==> src/rtl/dcr_pkg.sv <==
package dcr_pkg;

	// ==========================================================
	// Register offsets
	localparam logic [6:0] DCR_ADDR_TEMP   = 7'h06;
	localparam logic [6:0] DCR_ADDR_MASK   = 7'h07;
	localparam logic [6:0] DCR_ADDR_OFS_A  = 7'h08;
	localparam logic [6:0] DCR_ADDR_OFS_B  = 7'h09;

	// ==========================================================
	// Field layout
	localparam int DCR_DATA_W          = 16;
	localparam int DCR_TEMP_LSB        = 8;
	localparam int DCR_TEMP_W          = 8;
	localparam int DCR_OFS_W           = 13;
	localparam int DCR_FIFO_OFS_LSB    = 13;
	localparam int DCR_FIFO_OFS_W      = 3;

	// ==========================================================
	// Mask bit positions
	localparam int DCR_MSK_ZEROCHK     = 15;
	localparam int DCR_MSK_COLLISION   = 13;
	localparam int DCR_MSK_ONE_AWAY    = 12;
	localparam int DCR_MSK_TWO_AWAY    = 11;
	localparam int DCR_MSK_CONV_CLK    = 10;
	localparam int DCR_MSK_DATA_CLK    = 9;
	localparam int DCR_MSK_OUT_FORCED  = 8;
	localparam int DCR_MSK_PATTERN     = 7;
	localparam int DCR_MSK_PLL         = 5;
	localparam int DCR_MSK_PARITY_A    = 4;
	localparam int DCR_MSK_PARITY_D    = 1;

	// ==========================================================
	// Reset values
	localparam logic [15:0] DCR_RST_MASK     = 16'hFFFF;
	localparam logic [12:0] DCR_RST_OFS      = 13'h0000;
	localparam logic [2:0]  DCR_RST_FIFO_OFS = 3'h4;
	localparam logic [15:0] DCR_RST_REG_B    = 16'h8000;
	localparam logic [7:0]  DCR_RST_TEMP     = 8'h00;

	// ==========================================================
	// Timing
	localparam int DCR_CLK_PERIOD_PS   = 4000;
	localparam int DCR_TEMP_SCLK_MIN_NS = 1000;
	localparam int DCR_TEMP_SCLK_MIN_CYC =
		(DCR_TEMP_SCLK_MIN_NS * 1000 + DCR_CLK_PERIOD_PS - 1) / DCR_CLK_PERIOD_PS;

endpackage : dcr_pkg

==> src/rtl/dcr_sync_if.sv <==
`timescale 1ns/1ps
interface dcr_sync_if;
	import dcr_pkg::*;

	logic                  load;
	logic [DCR_OFS_W-1:0]  staged_a;
	logic [DCR_OFS_W-1:0]  staged_b;
	logic [DCR_OFS_W-1:0]  applied_a;
	logic [DCR_OFS_W-1:0]  applied_b;

	modport ctrl
	(
		output load,
		output staged_a,
		output staged_b,
		input  applied_a,
		input  applied_b
	);

	modport apply
	(
		input  load,
		input  staged_a,
		input  staged_b,
		output applied_a,
		output applied_b
	);

endinterface : dcr_sync_if

==> src/rtl/dcr_offset_apply.sv <==
`timescale 1ns/1ps
module dcr_offset_apply
	import dcr_pkg::*;
(
	// Clock and reset
	input  wire logic   core_clk,
	input  wire logic   rst_n,
	input  wire logic   clk_en,
	// Staged and applied offsets
	dcr_sync_if.apply   sync
);

	// ==========================================================
	// Both channels load together on one auto-sync
	always_ff @(posedge core_clk or negedge rst_n)
	begin
		if (!rst_n)
		begin
			sync.applied_a <= DCR_RST_OFS;
			sync.applied_b <= DCR_RST_OFS;
		end
		else if (clk_en && sync.load)
		begin
			sync.applied_a <= sync.staged_a;
			sync.applied_b <= sync.staged_b;
		end
	end

endmodule : dcr_offset_apply

==> src/rtl/dcr_config_regs.sv <==
`timescale 1ns/1ps
module dcr_config_regs
	import dcr_pkg::*;
#(
	parameter int ADDR_W = 7
)
(
	// Clock and reset
	input  wire logic                      core_clk,
	input  wire logic                      rst_n,
	input  wire logic                      clk_en,
	// Register access
	input  wire logic                      reg_wr,
	input  wire logic                      reg_rd,
	input  wire logic [ADDR_W-1:0]         reg_addr,
	input  wire logic [DCR_DATA_W-1:0]     reg_wdata,
	output logic      [DCR_DATA_W-1:0]     reg_rdata,
	output logic                           reg_rvalid,
	// Device status inputs
	input  wire logic [DCR_TEMP_W-1:0]     temp_sensor,
	input  wire logic                      auto_sync_enable,
	input  wire logic                      fifo_sync_req,
	// Datapath controls
	output logic      [DCR_DATA_W-1:0]     alarm_mask,
	output logic      [DCR_OFS_W-1:0]      channel_a_offset_applied,
	output logic      [DCR_OFS_W-1:0]      channel_b_offset_applied,
	output logic                           auto_sync_pulse,
	output logic                           fifo_ptr_load,
	output logic      [DCR_FIFO_OFS_W-1:0] fifo_ptr_value
);

	// ==========================================================
	// Elaboration check
	if (ADDR_W < 4)
	begin : g_addr_chk
		$error("ADDR_W too small for register map");
	end

	if (DCR_TEMP_LSB + DCR_TEMP_W != DCR_DATA_W)
	begin : g_temp_chk
		$error("Temperature byte must fill the top of the word");
	end

	if (DCR_FIFO_OFS_LSB != DCR_OFS_W)
	begin : g_fifo_chk
		$error("FIFO field must sit just above the channel B offset");
	end

	if (DCR_FIFO_OFS_LSB + DCR_FIFO_OFS_W != DCR_DATA_W)
	begin : g_word_chk
		$error("Channel B word must fill the data width");
	end

	if (DCR_RST_REG_B[DCR_FIFO_OFS_LSB +: DCR_FIFO_OFS_W] != DCR_RST_FIFO_OFS)
	begin : g_rst_chk
		$error("Channel B reset word disagrees with FIFO field reset");
	end

	// ==========================================================
	// Address decode
	function automatic logic hit(input logic [ADDR_W-1:0] a, input logic [6:0] off);
		hit = (a == ADDR_W'(off));
	endfunction : hit

	logic wr_mask;
	logic wr_ofs_a;
	logic wr_ofs_b;

	assign wr_mask  = clk_en && reg_wr && hit(reg_addr, DCR_ADDR_MASK);
	assign wr_ofs_a = clk_en && reg_wr && hit(reg_addr, DCR_ADDR_OFS_A);
	assign wr_ofs_b = clk_en && reg_wr && hit(reg_addr, DCR_ADDR_OFS_B);

	// ==========================================================
	// Storage
	logic [DCR_TEMP_W-1:0]     temp_r;
	logic [DCR_DATA_W-1:0]     mask_r;
	logic [DCR_OFS_W-1:0]      channel_a_offset_value_r;
	logic [DCR_OFS_W-1:0]      channel_b_offset_value_r;
	logic [DCR_FIFO_OFS_W-1:0] fifo_ofs_r;

	// Temperature sampled continuously, never written by the host
	always_ff @(posedge core_clk or negedge rst_n)
	begin
		if (!rst_n)
			temp_r <= DCR_RST_TEMP;
		else if (clk_en)
			temp_r <= temp_sensor;
	end

	always_ff @(posedge core_clk or negedge rst_n)
	begin
		if (!rst_n)
			mask_r <= DCR_RST_MASK;
		else if (wr_mask)
			mask_r <= reg_wdata;
	end

	always_ff @(posedge core_clk or negedge rst_n)
	begin
		if (!rst_n)
			channel_a_offset_value_r <= DCR_RST_OFS;
		else if (wr_ofs_a)
			channel_a_offset_value_r <= reg_wdata[DCR_OFS_W-1:0];
	end

	always_ff @(posedge core_clk or negedge rst_n)
	begin
		if (!rst_n)
		begin
			channel_b_offset_value_r <= DCR_RST_REG_B[DCR_OFS_W-1:0];
			fifo_ofs_r               <= DCR_RST_FIFO_OFS;
		end
		else if (wr_ofs_b)
		begin
			channel_b_offset_value_r <= reg_wdata[DCR_OFS_W-1:0];
			fifo_ofs_r <= reg_wdata[DCR_FIFO_OFS_LSB +: DCR_FIFO_OFS_W];
		end
	end

	// ==========================================================
	// Auto-sync: only a channel A write fires it
	logic sync_load_r;

	always_ff @(posedge core_clk or negedge rst_n)
	begin
		if (!rst_n)
			sync_load_r <= 1'b0;
		else if (clk_en)
			sync_load_r <= wr_ofs_a && auto_sync_enable;
	end

	dcr_sync_if sync_bus ();

	assign sync_bus.load     = sync_load_r && clk_en;
	assign sync_bus.staged_a = channel_a_offset_value_r;
	assign sync_bus.staged_b = channel_b_offset_value_r;

	dcr_offset_apply u_apply
	(
		.core_clk (core_clk),
		.rst_n    (rst_n),
		.clk_en   (clk_en),
		.sync     (sync_bus.apply)
	);

	assign channel_a_offset_applied = sync_bus.applied_a;
	assign channel_b_offset_applied = sync_bus.applied_b;

	always_ff @(posedge core_clk or negedge rst_n)
	begin
		if (!rst_n)
			auto_sync_pulse <= 1'b0;
		else if (clk_en)
			auto_sync_pulse <= sync_load_r;
	end

	// ==========================================================
	// FIFO read pointer preload
	always_ff @(posedge core_clk or negedge rst_n)
	begin
		if (!rst_n)
		begin
			fifo_ptr_load  <= 1'b0;
			fifo_ptr_value <= DCR_RST_FIFO_OFS;
		end
		else if (clk_en)
		begin
			fifo_ptr_load <= fifo_sync_req;
			if (fifo_sync_req)
				fifo_ptr_value <= fifo_ofs_r;
		end
	end

	always_ff @(posedge core_clk or negedge rst_n)
	begin
		if (!rst_n)
			alarm_mask <= DCR_RST_MASK;
		else if (clk_en)
			alarm_mask <= mask_r;
	end

	// ==========================================================
	// Read path, unmapped reads return zero
	logic [DCR_DATA_W-1:0] rdata_nxt;

	always_comb
	begin
		rdata_nxt = '0;
		if (hit(reg_addr, DCR_ADDR_TEMP))
			rdata_nxt = {temp_r, 8'h00};
		else if (hit(reg_addr, DCR_ADDR_MASK))
			rdata_nxt = mask_r;
		else if (hit(reg_addr, DCR_ADDR_OFS_A))
			rdata_nxt = {3'h0, channel_a_offset_value_r};
		else if (hit(reg_addr, DCR_ADDR_OFS_B))
			rdata_nxt = {fifo_ofs_r, channel_b_offset_value_r};
	end

	always_ff @(posedge core_clk or negedge rst_n)
	begin
		if (!rst_n)
		begin
			reg_rdata  <= '0;
			reg_rvalid <= 1'b0;
		end
		else if (clk_en)
		begin
			reg_rvalid <= reg_rd;
			if (reg_rd)
				reg_rdata <= rdata_nxt;
		end
	end

endmodule : dcr_config_regs

==> config.mk <==
export PLATFORM = sky130hd
export DESIGN_NAME = dcr_config_regs
export DESIGN_NICKNAME = d
export VERILOG_FILES = /design/src/rtl/dcr_pkg.sv /design/src/rtl/dcr_sync_if.sv /design/src/rtl/dcr_offset_apply.sv /design/src/rtl/dcr_config_regs.sv
export SDC_FILE = /design/constraint.sdc
export NUM_CORES = 1
export LEC_CHECK = 0
export BUFFER_PORTS_ARGS = -buffer_cell sky130_fd_sc_hd__buf_2
export CAP_MARGIN = 20
export CORE_MARGIN = 2
export CORE_UTILIZATION = 55
export DETAILED_ROUTE_END_ITERATION = 7
export HOLD_SLACK_MARGIN = 0.08
export PLACE_DENSITY_LB_ADDON = 0.25
export SLEW_MARGIN = 20
export SYNTH_ARGS = -nofsm -noshare
export SYNTH_HDL_FRONTEND = slang
export SYNTH_SLANG_ARGS = --single-unit
==> constraint.sdc <==
create_clock -name core_clk -period 2 [get_ports core_clk]
set_clock_uncertainty 0.15 [all_clocks]
set_input_delay 0.1 -clock core_clk [delete_from_list [all_inputs] [get_ports core_clk]]
set_output_delay 0.1 -clock core_clk [all_outputs]
set_load 0.05 [all_outputs]
==> metrics.txt <==
largest net degree at the start of global routing=46; Chip Height=99.6 um; routed vias/inst=5.62; DP Wirelength=7.82 mm; FP Rows=34; Syn Inst Count=roughly 340; die width=99.6 um; Skew-Pair Late Insertion Delay=0.51 ns; first-pass GRT wire length=20.2 mm; Area growth, synth to finish=32.9%; Synth async-reset ratio=100%; TritonRoute pass-1 iters=5; Port Buffer Count=about 100; GR Util All Layers=27.1%; RSZ-0062 raised after global routing=false; Combinational Power Share=8.9%; Routed Antenna Nets=0; Net Sw Frac=22.9%; setup TNS=0 ns; max-cap viol count=0; worst path cell trace=dlygate4sd3_1 -> buf_2 -> nor4b_4 -> and4_1 -> buf_6 -> a22o_1 -> dlygate4sd3_1; DP Area=0.00569 mm2; final max-slew violation count=0; post-synth net total=380; mapped cell area=0.00503 mm2; CP most frequent cell=dlygate4sd3_1; Rel. slew slack=68.5%; CTS tree=done; Setup Fix Bufs, Post-CTS=0; syn_area_per_cell=14.7 um2; routability cong.=between 0.7 and 0.8; initial core utilization=57.1%; worst-path maximum fanout=11; vias in the first global route=3830; Critical Path AT=2.23 ns; Finished Cell Area=0.00668 mm2; clock slew at the register clock pins of the worst setup and hold paths=0.05 ns; fmax=0.515 GHz; worst hold-check path type=primary input to register; Die ar.=between 0.009 and 0.01 mm2; actual slew at the worst max-slew pin=roughly 0.47 ns; Clk pwr share=around 48%; clock tree buffer depth=2; P_int=4.60 mW; nets@finish=539; Seq/Total Area, Yosys=59.6%; Worst path slowest cell=dlygate4sd3_1; status=complete, no violations; cell family with most CP delay=buffers and inverters; Yosys reg bits=around 120; Yosys cell types=32; CTS sink count=118; DRT iter0 DRCs=152; critical path type=primary input to register; placed cells=550; vias after detailed routing=3495; H-tree levels=4; Leakage=3.33 nW; Tmin final=about 1.9 ns; CP Launch Type=primary input; pwr dens=893 mW/mm2; sequential group share of total power=43.2%; antenna cell count=0; critical path's largest stage delay=0.53 ns; global route overflow=0; initial antenna violation count=0; count of final hold-check violations=0; Buf/Inv on CP=4; CTS Root Buffer Type=clkbuf_8; Crit path required time=2.29 ns; ratio of cells with drive above 1 in the final layout=57.6%; # setup viols final=0; Routed WL=12.3 mm; dominant synthesized flop cell=dfrtp_1; DRC=0; fin cells=622; number of top-level pins=just over 100; core area=0.00881 mm2; per-cell routed wire length=19.8 um; reported net switching power=1.37 mW; crit path capture type=register; Synthesis Warnings=0; Tcrit/Tclk final=97.1%; Max rail drop VDD=0.000650 V; EDFF count, synth=0; Num CTS Buffers=17
layer usage:
metal | share of wire [%] | track usage [%] | up-vias | wire length, um
li1 | - | - | 1586 | -
met1 | 44 | 35.0 | 1773 | 5400
met2 | 50 | 45.1 | 117 | 6210
met3 | 4.1 | 6.89 | 19 | 505
met4 | 1.5 | 9.06 | 0 | 190
met5 | 0 | 0 | - | 0
Yosys cell counts, types with 4 or more instances:
cell type | count | area (um2)
dfstp_2 | 34 | 893
o31ai_1 | 11 | 82.6
nor2b_1 | 4 | 25.0
dfrtp_1 | 84 | 2100
nand2_1 | 19 | 71.3
nor3_1 | 9 | 45.0
mux2_4 | 9 | 135
mux2_2 | 99 | 1110
inv_1 | 4 | 15.0
a221oi_1 | 8 | 70.1
a32oi_1 | 5 | 43.8
clkbuf_1 | 7 | 26.3
o41ai_1 | 5 | 43.8
nor2_1 | 8 | 30.0
nor3b_1 | 5 | 37.5
buf_2 | 6 | 30.0
final cells by class:
class                           instances  area, um2
Fill cell                             577       2130
Inverter                                4       15.0
Sequential cell                       118       3000
Timing Repair Buffer                  159       1070
Clock inverter                          8       98.8
Multi-Input combinational cell        201       1900
Tap cell                              108        135
Clock buffer                           24        470
placed cells by master, fill, tap and decap left out, types with 4 or more instances in the layout:
cell type        n
nand2_1         19
dfstp_2         34
clkbuf_1         4
dlygate4sd3_1   39
buf_2          100
nor3b_1          5
mux2_2          99
mux2_4           9
clkbuf_16       16
nor2b_1          4
inv_1            4
dfrtp_1         84
o41ai_1          5
o31ai_1         11
nor2_1           8
a32oi_1          5
nor3_1           8
clkbuf_8         4
a221oi_1         8
buf_4           17
what timing repair did:
action	CTS	global route
setup endpoints to repair	0	1
hold buffers	40	0
gates resized for setup	0	2
endpoints found under the hold margin	169	0
power by group through the flow:
| stage | Sequential [mW] | Combinational [mW] | Clock, mW |
|---|---|---|---|
| floorplan | 2.69 | 0.185 | 0 |
| global placement | 2.61 | 0.446 | 0 |
| detailed placement | 2.61 | 0.458 | 0 |
| CTS | 2.58 | 0.527 | 2.90 |
| global route | 2.59 | 0.570 | 3.01 |
| finish | 2.58 | 0.529 | 2.86 |
path summary, 6_finish.rpt:
path / startpoint / end / slack [ns] / depth (start not counted)
max: reg_addr[1] / sync_load_r / 0.06 / 7
min: reg_addr[2] / reg_rdata[11] / 0.13 / 5
max reg2reg: temp_r[1] / temp_r[1] / 0.48 / 2
min reg2reg: reg_rdata[11] / reg_rdata[11] / 0.33 / 2
max in group asynchronous: rst_n / mask_r[1] / 0.80 / 4
min in group asynchronous: rst_n / alarm_mask[9] / 0.56 / 3
through the flow:
stage / hold WS (ns) / utilization [%] / setup WS [ns] / total power, mW
global route: 0.161 / 75.9 / 0.000437 / 6.17
finish: 0.133 / 75.9 / 0.0582 / 5.97
detailed placement: -0.0478 / 64.6 / 0.209 / 3.07
floorplan: -0.346 / - / 0.307 / 2.88
CTS: 0.115 / 75.8 / 0.0625 / 6.00
global placement: -0.0556 / 64.6 / 0.266 / 3.05
registers in the layout, indices dropped and copies added, names as in the netlist:
name                      count
fifo_ofs_r                    3
channel_b_offset_value_r     13
channel_a_offset_value_r     13
u_apply.sync.applied_a       13
alarm_mask                   16
sync_load_r                   1
auto_sync_pulse               1
fifo_ptr_load                 1
reg_rdata                    16
fifo_ptr_value                3
mask_r                       16
reg_rvalid                    1
temp_r                        8
u_apply.sync.applied_b       13
logic make-up after synthesis:
family	share of synthesized area, %
DFF	59.6
muxes	24.9
and+or+nand+nor	6.97
AOI/OAI and AO/OA	5.78
buffers and inverters	2.79
worst min-delay path: stages:
cell and delay [ns]:
buf_2 0.19, nor3b_4 0.07, buf_4 0.15, a32oi_1 0.15, o41ai_1 0.08
No activity file was read; power rests on OpenSTA's default activity.
